### src/design/ssd_pkg.sv
package ssd_pkg;
  // ------------------------------------------------------------
  // opcode encodings
  // ------------------------------------------------------------
  localparam logic [7:0] OP_NOP = 8'h00;
  localparam logic [2:0] OP_GRP_WRITE = 3'h0;
  localparam logic [2:0] OP_GRP_READ = 3'h1;
  localparam logic [6:0] OP_VELOCITY = 7'h28;
  localparam logic [6:0] OP_PULSE_MODE = 7'h2C;
  localparam logic [6:0] OP_REL_TRAVEL = 7'h20;
  localparam logic [7:0] OP_ABS_SEEK = 8'h60;
  localparam logic [6:0] OP_DIR_SEEK = 7'h34;
  localparam logic [7:0] OP_SEEK_ZERO = 8'h70;
  localparam logic [7:0] OP_SEEK_SAVED = 8'h78;
  localparam logic [7:0] OP_SWITCH_MASK = 8'hF6;
  localparam logic [7:0] OP_SEEK_SWITCH = 8'h82;
  localparam logic [7:0] OP_BACK_OFF = 8'h92;
  localparam logic [7:0] OP_RAMP_HALT = 8'hB0;
  localparam logic [7:0] OP_INST_HALT = 8'hB8;
  localparam logic [7:0] OP_RAMP_FLOAT = 8'hA0;
  localparam logic [7:0] OP_INST_FLOAT = 8'hA8;
  localparam logic [7:0] OP_FLAGS_READ = 8'hD0;
  localparam logic [7:0] OP_ZERO_POS = 8'hD8;
  localparam logic [7:0] OP_FULL_REINIT = 8'hC0;

  // ------------------------------------------------------------
  // lengths, selectors, status layout
  // ------------------------------------------------------------
  localparam logic [1:0] ARG_LEN_MOTION = 2'h3;
  localparam logic [1:0] FLAGS_LEN = 2'h2;
  localparam logic [4:0] STATUS_SEL = 5'h19;
  localparam int RATE_W = 20;
  localparam int TRAVEL_W = 22;
  localparam int FLAG_UV = 0;
  localparam int FLAG_OC = 1;
  localparam int FLAG_STALL = 2;
  localparam int FLAG_THERM = 3;
  localparam int FLAG_BAD = 4;
  localparam int FLAG_SW = 5;
  localparam int NUM_FLAGS = 6;
  localparam logic [2:0] BIT_CNT_FULL = 3'h7;
  localparam logic [7:0] ZERO_BYTE = 8'h00;

  // decoder states
  typedef enum logic [2:0] {
    ST_OPCODE = 3'b001,
    ST_DECODE = 3'b010,
    ST_ARGS = 3'b100
  } ssd_state_e;
endpackage

### src/design/ssd_decoder.sv
`timescale 1ns/1ps
// How it works
// - one opcode, then zero to three argument bytes
// - idle reply bytes are all zero
// - read replies register bytes, most significant first
// - new read aborts and replaces pending reply
// - unknown opcode ignored, bad request flagged
// - 000 selector writes, 001 selector reads
// - write value arrives MSB first, then stored
// - read-only write flagged at opcode end
// - unmet condition write flagged at last byte
// - nonexistent register write flagged at opcode end
// - read value captured at decode, always readable
// - nonexistent register read flagged at opcode end
// - velocity takes 20-bit rate, top nibble ignored
// - rate clamped between lower and upper limits
// - velocity always accepted, busy low until reached
// - pulse mode sets flag, phase reads stopped
// - pulse mode left only by motion commands
// - pulse mode keeps busy, rejected while running
// - relative travel 22-bit count, rejected while running
// - phase encoding reported, status writes flagged
// - positioning opcodes decoded with act and direction
// - halt, float, flags, zero, reinit decoded; reserved rejected
// - latched flags held until flags read clears
// - status busy bit copies the busy pin one cycle later
module ssd_decoder (
  input wire logic clk_sys,
  input wire logic rst,
  input wire logic spi_sck,
  input wire logic spi_cs_n,
  input wire logic spi_mosi,
  output logic spi_miso,
  output logic spi_miso_oe_n,
  output logic [4:0] reg_sel,
  input wire logic [1:0] reg_len,
  input wire logic reg_read_only,
  input wire logic reg_cond_ok,
  input wire logic [23:0] reg_rd_data,
  output logic reg_wr,
  output logic [23:0] reg_wr_data,
  output logic motion_cmd,
  output logic [7:0] motion_code,
  output logic [23:0] motion_arg,
  input wire logic [ssd_pkg::RATE_W-1:0] upper_rate_limit,
  input wire logic [ssd_pkg::RATE_W-1:0] lower_rate_limit,
  input wire logic motor_running,
  input wire logic motion_done,
  input wire logic [1:0] engine_phase,
  input wire logic bridges_floating,
  input wire logic [ssd_pkg::NUM_FLAGS-1:0] flag_event,
  output logic busy,
  output logic pulse_mode_flag,
  output logic [1:0] motion_phase,
  output logic [15:0] status_word,
  output logic [ssd_pkg::NUM_FLAGS-1:0] latched_flags
);
  import ssd_pkg::*;

  // ------------------------------------------------------------
  // opcode classification
  // ------------------------------------------------------------
  function automatic logic is_motion(input logic [7:0] op);
    is_motion = (op[7:1] == OP_VELOCITY) || (op[7:1] == OP_REL_TRAVEL) ||
                (op == OP_ABS_SEEK) || (op[7:1] == OP_DIR_SEEK) ||
                (op == OP_SEEK_ZERO) || (op == OP_SEEK_SAVED) ||
                ((op & OP_SWITCH_MASK) == OP_SEEK_SWITCH) ||
                ((op & OP_SWITCH_MASK) == OP_BACK_OFF) ||
                (op == OP_RAMP_HALT) || (op == OP_INST_HALT) ||
                (op == OP_RAMP_FLOAT) || (op == OP_INST_FLOAT);
  endfunction

  // positioning opcodes that need the previous motion finished
  function automatic logic needs_idle(input logic [7:0] op);
    needs_idle = (op == OP_ABS_SEEK) || (op[7:1] == OP_DIR_SEEK) ||
                 (op == OP_SEEK_ZERO) || (op == OP_SEEK_SAVED);
  endfunction

  function automatic logic has_args(input logic [7:0] op);
    has_args = (op[7:1] == OP_VELOCITY) || (op[7:1] == OP_REL_TRAVEL) ||
               (op == OP_ABS_SEEK) || (op[7:1] == OP_DIR_SEEK) ||
               ((op & OP_SWITCH_MASK) == OP_SEEK_SWITCH);
  endfunction

  // ------------------------------------------------------------
  // pin synchronisers and edge detection
  // ------------------------------------------------------------
  logic [2:0] pin_s1_reg, pin_s2_reg, pin_s3_reg;
  logic [2:0] pin_s1_next, pin_s2_next, pin_s3_next;
  logic sck_rise, sck_fall, cs_fall, cs_rise;

  always_comb begin
    pin_s1_next = {spi_mosi, spi_cs_n, spi_sck};
    pin_s2_next = pin_s1_reg;
    pin_s3_next = pin_s2_reg;
    sck_rise = pin_s2_reg[0] && !pin_s3_reg[0] && !pin_s2_reg[1];
    sck_fall = !pin_s2_reg[0] && pin_s3_reg[0] && !pin_s2_reg[1];
    cs_fall = !pin_s2_reg[1] && pin_s3_reg[1];
    cs_rise = pin_s2_reg[1] && !pin_s3_reg[1];
  end

  always_ff @(posedge clk_sys) begin
    if (rst) begin
      pin_s1_reg <= 3'h3;
      pin_s2_reg <= 3'h3;
      pin_s3_reg <= 3'h3;
    end else begin
      pin_s1_reg <= pin_s1_next;
      pin_s2_reg <= pin_s2_next;
      pin_s3_reg <= pin_s3_next;
    end
  end

  // ------------------------------------------------------------
  // byte shifter: sample on rising, drive on falling
  // ------------------------------------------------------------
  logic [7:0] rx_reg, rx_next, tx_reg, tx_next;
  logic [3:0] bits_reg, bits_next;
  logic miso_reg, miso_next, oe_n_reg, oe_n_next;
  logic byte_done;
  logic [23:0] resp_reg, resp_next;
  logic [1:0] resp_cnt_reg, resp_cnt_next;
  logic load_resp;
  logic [23:0] load_data;
  logic [1:0] load_len;

  always_comb begin
    rx_next = rx_reg;
    tx_next = tx_reg;
    bits_next = bits_reg;
    miso_next = miso_reg;
    oe_n_next = pin_s2_reg[1];
    resp_next = resp_reg;
    resp_cnt_next = resp_cnt_reg;
    byte_done = cs_rise && (bits_reg == 4'h8);
    if (cs_fall) begin
      bits_next = 4'h0;
      if (resp_cnt_reg != 2'h0) begin
        tx_next = resp_reg[23:16];
        resp_next = {resp_reg[15:0], ZERO_BYTE};
        resp_cnt_next = resp_cnt_reg - 2'h1;
      end else begin
        tx_next = ZERO_BYTE;
      end
      miso_next = tx_next[7];
    end else if (sck_fall && bits_reg != 4'h0) begin
      tx_next = {tx_reg[6:0], 1'b0};
      miso_next = tx_reg[6];
    end
    if (sck_rise && bits_reg != 4'h8) begin
      rx_next = {rx_reg[6:0], pin_s2_reg[2]};
      bits_next = bits_reg + 4'h1;
    end
    // a fresh response replaces whatever is still queued
    if (load_resp) begin
      resp_next = load_data;
      resp_cnt_next = load_len;
    end
  end

  always_ff @(posedge clk_sys) begin
    if (rst) begin
      rx_reg <= ZERO_BYTE;
      tx_reg <= ZERO_BYTE;
      bits_reg <= 4'h0;
      miso_reg <= 1'b0;
      oe_n_reg <= 1'b1;
      resp_reg <= 24'h000000;
      resp_cnt_reg <= 2'h0;
    end else begin
      rx_reg <= rx_next;
      tx_reg <= tx_next;
      bits_reg <= bits_next;
      miso_reg <= miso_next;
      oe_n_reg <= oe_n_next;
      resp_reg <= resp_next;
      resp_cnt_reg <= resp_cnt_next;
    end
  end

  // ------------------------------------------------------------
  // command decoder
  // ------------------------------------------------------------
  ssd_state_e state_reg, state_next;
  logic [7:0] op_reg, op_next;
  logic [1:0] args_left_reg, args_left_next;
  logic [23:0] arg_reg, arg_next;
  logic reject_reg, reject_next;
  logic [4:0] sel_reg, sel_next;
  logic wr_reg, wr_next, mcmd_reg, mcmd_next;
  logic [23:0] wr_data_reg, wr_data_next, marg_reg, marg_next;
  logic [7:0] mcode_reg, mcode_next;
  logic busy_reg, busy_next, pulse_reg, pulse_next;
  logic [1:0] phase_reg, phase_next;
  logic [NUM_FLAGS-1:0] flags_reg, flags_next;
  logic [15:0] status_reg, status_next;
  logic bad, clear_flags, execute;
  logic [23:0] exe_arg;
  logic [RATE_W-1:0] rate;

  always_comb begin
    state_next = state_reg;
    op_next = op_reg;
    args_left_next = args_left_reg;
    arg_next = arg_reg;
    reject_next = reject_reg;
    sel_next = sel_reg;
    bad = 1'b0;
    clear_flags = 1'b0;
    execute = 1'b0;
    exe_arg = arg_reg;
    load_resp = 1'b0;
    load_data = 24'h000000;
    load_len = 2'h0;
    unique case (state_reg)
      ST_OPCODE: begin
        if (byte_done) begin
          op_next = rx_reg;
          sel_next = rx_reg[4:0];
          arg_next = 24'h000000;
          reject_next = 1'b0;
          state_next = ST_DECODE;
        end
      end
      ST_DECODE: begin
        state_next = ST_OPCODE;
        if (op_reg == OP_NOP) begin
          state_next = ST_OPCODE;
        end else if (op_reg[7:5] == OP_GRP_WRITE) begin
          if (reg_len == 2'h0 || reg_read_only || sel_reg == STATUS_SEL) begin
            bad = 1'b1;
          end else begin
            args_left_next = reg_len;
            state_next = ST_ARGS;
          end
        end else if (op_reg[7:5] == OP_GRP_READ) begin
          if (sel_reg == STATUS_SEL) begin
            load_resp = 1'b1;
            load_data = {status_reg, ZERO_BYTE};
            load_len = FLAGS_LEN;
          end else if (reg_len == 2'h0) begin
            bad = 1'b1;
          end else begin
            load_resp = 1'b1;
            load_data = reg_rd_data << ((2'h3 - reg_len) * 8);
            load_len = reg_len;
          end
        end else if (op_reg == OP_FLAGS_READ) begin
          load_resp = 1'b1;
          load_data = {status_reg, ZERO_BYTE};
          load_len = FLAGS_LEN;
          clear_flags = 1'b1;
        end else if (op_reg[7:1] == OP_PULSE_MODE) begin
          bad = motor_running;
          execute = !motor_running;
        end else if (op_reg == OP_ZERO_POS) begin
          execute = 1'b1;
        end else if (op_reg == OP_FULL_REINIT) begin
          bad = !bridges_floating;
          execute = bridges_floating;
        end else if (is_motion(op_reg)) begin
          // busy-gated motion still consumes its arguments
          reject_next = ((op_reg[7:1] == OP_REL_TRAVEL) && motor_running) ||
                        (needs_idle(op_reg) && !busy_reg);
          bad = reject_next;
          if (has_args(op_reg)) begin
            args_left_next = ARG_LEN_MOTION;
            state_next = ST_ARGS;
          end else begin
            execute = !reject_next;
          end
        end else begin
          bad = 1'b1;
        end
      end
      ST_ARGS: begin
        if (byte_done) begin
          arg_next = {arg_reg[15:0], rx_reg};
          args_left_next = args_left_reg - 2'h1;
          if (args_left_reg == 2'h1) begin
            state_next = ST_OPCODE;
            exe_arg = arg_next;
            if (op_reg[7:5] == OP_GRP_WRITE && !reg_cond_ok) begin
              bad = 1'b1;
            end else begin
              execute = !reject_reg;
            end
          end
        end
      end
      default: state_next = ST_OPCODE;
    endcase
  end

  // ------------------------------------------------------------
  // dispatch, busy, pulse mode and latched flags
  // ------------------------------------------------------------
  always_comb begin
    rate = exe_arg[RATE_W-1:0];
    if (rate > upper_rate_limit) begin
      rate = upper_rate_limit;
    end else if (rate < lower_rate_limit) begin
      rate = lower_rate_limit;
    end
    wr_next = 1'b0;
    wr_data_next = wr_data_reg;
    mcmd_next = 1'b0;
    mcode_next = mcode_reg;
    marg_next = marg_reg;
    busy_next = busy_reg || motion_done;
    pulse_next = pulse_reg;
    if (execute && op_reg[7:5] == OP_GRP_WRITE) begin
      wr_next = 1'b1;
      wr_data_next = exe_arg;
    end else if (execute) begin
      mcmd_next = 1'b1;
      mcode_next = op_reg;
      marg_next = exe_arg;
      if (op_reg[7:1] == OP_VELOCITY) begin
        marg_next = {{(24 - RATE_W){1'b0}}, rate};
      end else if (op_reg[7:1] == OP_REL_TRAVEL) begin
        marg_next = {{(24 - TRAVEL_W){1'b0}}, exe_arg[TRAVEL_W-1:0]};
      end
      if (op_reg[7:1] == OP_PULSE_MODE) begin
        pulse_next = 1'b1;
      end else if (is_motion(op_reg)) begin
        busy_next = 1'b0;
        pulse_next = 1'b0;
      end
    end
    phase_next = pulse_next ? 2'h0 : engine_phase;
    flags_next = clear_flags ? '0 : flags_reg;
    flags_next = flags_next | flag_event;
    flags_next[FLAG_BAD] = flags_next[FLAG_BAD] | bad;
    status_next = {flags_reg, pulse_reg, phase_reg, busy_reg, bridges_floating, 5'h00};
  end

  always_ff @(posedge clk_sys) begin
    if (rst) begin
      state_reg <= ST_OPCODE;
      op_reg <= ZERO_BYTE;
      args_left_reg <= 2'h0;
      arg_reg <= 24'h000000;
      reject_reg <= 1'b0;
      sel_reg <= 5'h00;
      wr_reg <= 1'b0;
      wr_data_reg <= 24'h000000;
      mcmd_reg <= 1'b0;
      mcode_reg <= ZERO_BYTE;
      marg_reg <= 24'h000000;
      busy_reg <= 1'b1;
      pulse_reg <= 1'b0;
      phase_reg <= 2'h0;
      flags_reg <= '0;
      status_reg <= 16'h0000;
    end else begin
      state_reg <= state_next;
      op_reg <= op_next;
      args_left_reg <= args_left_next;
      arg_reg <= arg_next;
      reject_reg <= reject_next;
      sel_reg <= sel_next;
      wr_reg <= wr_next;
      wr_data_reg <= wr_data_next;
      mcmd_reg <= mcmd_next;
      mcode_reg <= mcode_next;
      marg_reg <= marg_next;
      busy_reg <= busy_next;
      pulse_reg <= pulse_next;
      phase_reg <= phase_next;
      flags_reg <= flags_next;
      status_reg <= status_next;
    end
  end

  // ------------------------------------------------------------
  // outputs straight from flops
  // ------------------------------------------------------------
  assign spi_miso = miso_reg;
  assign spi_miso_oe_n = oe_n_reg;
  assign reg_sel = sel_reg;
  assign reg_wr = wr_reg;
  assign reg_wr_data = wr_data_reg;
  assign motion_cmd = mcmd_reg;
  assign motion_code = mcode_reg;
  assign motion_arg = marg_reg;
  assign busy = busy_reg;
  assign pulse_mode_flag = pulse_reg;
  assign motion_phase = phase_reg;
  assign status_word = status_reg;
  assign latched_flags = flags_reg;
endmodule

### config.mk
export PLATFORM = sky130hd
export DESIGN_NAME = ssd_decoder
export DESIGN_NICKNAME = d
export VERILOG_FILES = /design/src/design/ssd_pkg.sv /design/src/design/ssd_decoder.sv
export SDC_FILE = /design/constraint.sdc
export NUM_CORES = 1
export LEC_CHECK = 0
export ABC_AREA = 1
export BUFFER_PORTS_ARGS = -buffer_cell sky130_fd_sc_hd__buf_2
export CORE_ASPECT_RATIO = 0.75
export CORE_MARGIN = 3
export CORE_UTILIZATION = 42
export CTS_BUF_LIST = sky130_fd_sc_hd__clkbuf_4 sky130_fd_sc_hd__clkbuf_8
export DETAILED_ROUTE_END_ITERATION = 6
export SKIP_CTS_REPAIR_TIMING = 1
export SLEW_MARGIN = 20
export SYNTH_ARGS = -nofsm -noshare
export SYNTH_HDL_FRONTEND = slang
export SYNTH_SLANG_ARGS = --single-unit
### constraint.sdc
create_clock -name clk_sys -period 4.3 [get_ports clk_sys]
set_input_delay 0.43 -clock clk_sys [delete_from_list [all_inputs] [get_ports clk_sys]]
set_output_delay 0.43 -clock clk_sys [all_outputs]
set_load 0.005 [all_outputs]
==> qor.csv <==
metric;value;unit
global-route wire length before repair;46.7;mm
Root Driver;clkbuf_8;
vias per cell;5.28;
flops & latches, synth;171;
WL/cell;17.0;um
Setup Skew;0.0216;ns
PD cells;283;mW/mm^2
worst min path class;primary input to flip-flop;
num rows;46;
post-route ant nets;0;
CTS Buf Count;17;
io pins;175;
Multi-input gate area;0.00474;sq mm
GR peak layer;met1;
sequential area share after synthesis;37.6;%
Reg area;0.00342;sq mm
startpoint types;flip-flop;
Slew Limit Fails;0;
M3 GR Usage;4.99;%
DP HPWL;22.2;mm
RSZ-0062 raised after global routing;no;
Initial Utilization;42.9;%
Crit Path Max Fanout;20;
CTS tree;built;
die area;0.0235;sq mm
Die Span Y;134;um
GR Util met2;33.3;%
CP most frequent cell;nand2_1;
warnings from Yosys;0;
share of layout cells above drive strength 1;17.8;%
drt total wl;29.8;mm
Bufs on Longest Clock Path;2;
non-filler instance count after layout;1750;
Synth Cell Area;0.00911;sq mm
placed cell count;1718;
# DRC;0;
Layout Nets;1576;
crit-path max cell delay;0.55;ns
Power Total;2.96;mW
Die Wd;176;um
fill cell count;2221;
Max Freq;249;MHz
GRT Util Overall;25.0;%
M1 GR Usage;40.2;%
Fin. Hold Viols;0;
Critical Path Slowest Stage Cell;nand2_1;
final critical-path share of the clock period;93.2;%
post-layout min period;4.01;ns
relative slew slack;40.8;%
sum of negative setup slack;0;ns
Lkg Pwr;4.89;nW
diode count;0;
WP data arrival;4.42;ns
Reg clk slew, reported paths;0.11;ns
Final Wtd Congestion;0.964;
max_cap viols;0;
vias in the first global route;8323;
Final setup viols;0;
synthesized instance count;1322;
grt ovf;0;
Critical Path RT;4.71;ns
Worst Setup End Kind;flip-flop;
Post-Syn Area per Cell;6.89;sq um
Max H-tree Level;4;
Setup CP Type;flip-flop to flip-flop;
vias post-DR;9237;
Port Buf Inserts;169;
first-pass iteration count of the detailed router;5;
clk sinks;171;
Skew-Pair Late Insertion Delay;0.47;ns
worst slew pin tran;0.888;ns
P&R area growth vs syn;14.7;%
Peak VDD IR;0.000148;V
largest net degree at the start of global routing;77;
initial antenna violation count;0;
Core Footprint;0.0212;sq mm
CP Cell Sequence;inv_1 -> ha_1 -> nand3_2 -> nor2_4 -> nand3_4 -> clkinvlp_4 -> buf_4 -> nand2_1 -> and2_1 -> inv_1 -> ha_1 -> a21oi_1 -> o21ai_0 -> nand2_1 -> o211ai_1 -> a21oi_1 -> nand2_1 -> nand2_1 -> nand3_1 -> nand2_1 -> nand2_1 -> a21oi_1;
Initial DRC Count;912;
post-synth cell types;49;
run status;complete, no violations;
-- final cells by class --
cell class	instances	share of cell area (%)
Sequential cell	171	32.8
Timing Repair Buffer	185	9.27
Clock buffer	19	2.44
Inverter	150	5.42
Multi-Input combinational cell	924	45.4
Tap cell	288	3.45
Clock inverter	13	1.26
-- path summary, 6_finish.rpt --
check,start,to,slack (ns),cells after the start
max,bits_reg[0],motion_arg[11],0.29,22
min,spi_mosi,pin_s1_reg[2],0.16,3
max reg2reg,bits_reg[0],motion_arg[11],0.29,22
min reg2reg,pin_s1_reg[2],pin_s2_reg[2],0.41,2
-- cells by family (layout without fill, tap and decap cells) --
group,count (synthesis),after routing,share of synthesized area [%]
AND/OR/NAND/NOR,598,598,28.7
AO/OA/AOI/OAI,275,275,16.9
buffers and inverters,231,367,10.6
flip-flops,171,171,37.6
adder cells (fa/ha/maj),43,43,5.90
multiplexers,3,3,0.330
other,1,5,0.0412
-- where the power goes --
part | internal, mW | total [mW] | switching (mW)
combinational | 0.0751 | 0.192 | 0.117
sequential | 1.60 | 1.61 | 0.00974
clock | 0.495 | 1.16 | 0.660
total | 2.17 | 2.96 | 0.787
-- worst max-delay path, delay by kind of cell (launching register included) --
family / cells / cell delay (ns)
adder cells (fa/ha/maj): 2 / 0.44
AND/OR/NAND/NOR: 11 / 1.78
AO/OA/AOI/OAI: 5 / 0.63
flip-flops: 1 / 0.35
buffers and inverters: 4 / 0.74
-- cell usage in the layout (no fill, tap or decap), drive strengths merged, types with 2 or more instances in the layout --
cell type	instances
and3	2
or2	11
clkinvlp	3
nand3	142
and2	5
buf	185
clkbuf	19
clkinv	5
nand2	318
o21a	5
o22ai	3
ha	43
a221o	4
a221oi	8
nor2	90
a311oi	2
dfxtp	171
a31oi	10
o211ai	9
a21oi	157
mux2i	3
inv	154
nand4	11
o21ai	65
a211oi	5
a22oi	2
conb	5
nor3	16
-- synth_stat cells (all sizes together) --
| cell type | n | share of area, % |
|---|---|---|
| nor3 | 16 | 0.99 |
| a22oi | 2 | 0.16 |
| a21o | 1 | 0.082 |
| a311oi | 2 | 0.19 |
| a2111oi | 1 | 0.16 |
| clkinv | 1 | 0.041 |
| a32oi | 1 | 0.096 |
| o31ai | 1 | 0.082 |
| o21ai | 65 | 3.6 |
| nor4b | 1 | 0.096 |
| o211ai | 9 | 0.74 |
| a31oi | 10 | 0.69 |
| and2 | 5 | 0.34 |
| clkbuf | 46 | 1.9 |
| o21a | 5 | 0.41 |
| and3 | 2 | 0.14 |
| nand3b | 1 | 0.082 |
| nand4 | 11 | 0.82 |
| o22ai | 3 | 0.21 |
| a21oi | 157 | 8.7 |
| mux2i | 3 | 0.33 |
| inv | 149 | 6.1 |
| ha | 43 | 5.9 |
| buf | 35 | 2.5 |
| a211oi | 5 | 0.41 |
| a221o | 4 | 0.44 |
| or3 | 1 | 0.069 |
| conb | 1 | 0.041 |
| o2bb2ai | 1 | 0.096 |
| nand3 | 142 | 8.1 |
| or2 | 11 | 0.76 |
| a221oi | 8 | 0.77 |
| dfxtp | 171 | 38 |
| nor2 | 90 | 4.1 |
| nand2 | 318 | 13 |
-- through the flow --
stage          hold slack, ns  cell area (sq um)  util [%]  setup slack [ns]
2_1_floorplan           0.388               9130         -              1.09
3_3_place_gp            0.391              10100      47.3             0.337
3_5_place_dp            0.400              10100      47.3             0.221
4_1_cts                 0.132              10400      49.2             0.218
5_1_grt                 0.142              10500      49.2            0.0782
6_report                0.158              10500      49.2             0.291
-- metal layers --
layer  part of all wire [%]  vias to the layer above
met5                      0                        -
li1                       -                     4599
met1                     51                     4230
met3                    7.2                       44
met2                     40                      364
met4                    1.8                        0
No activity file was read; power rests on OpenSTA's default activity.
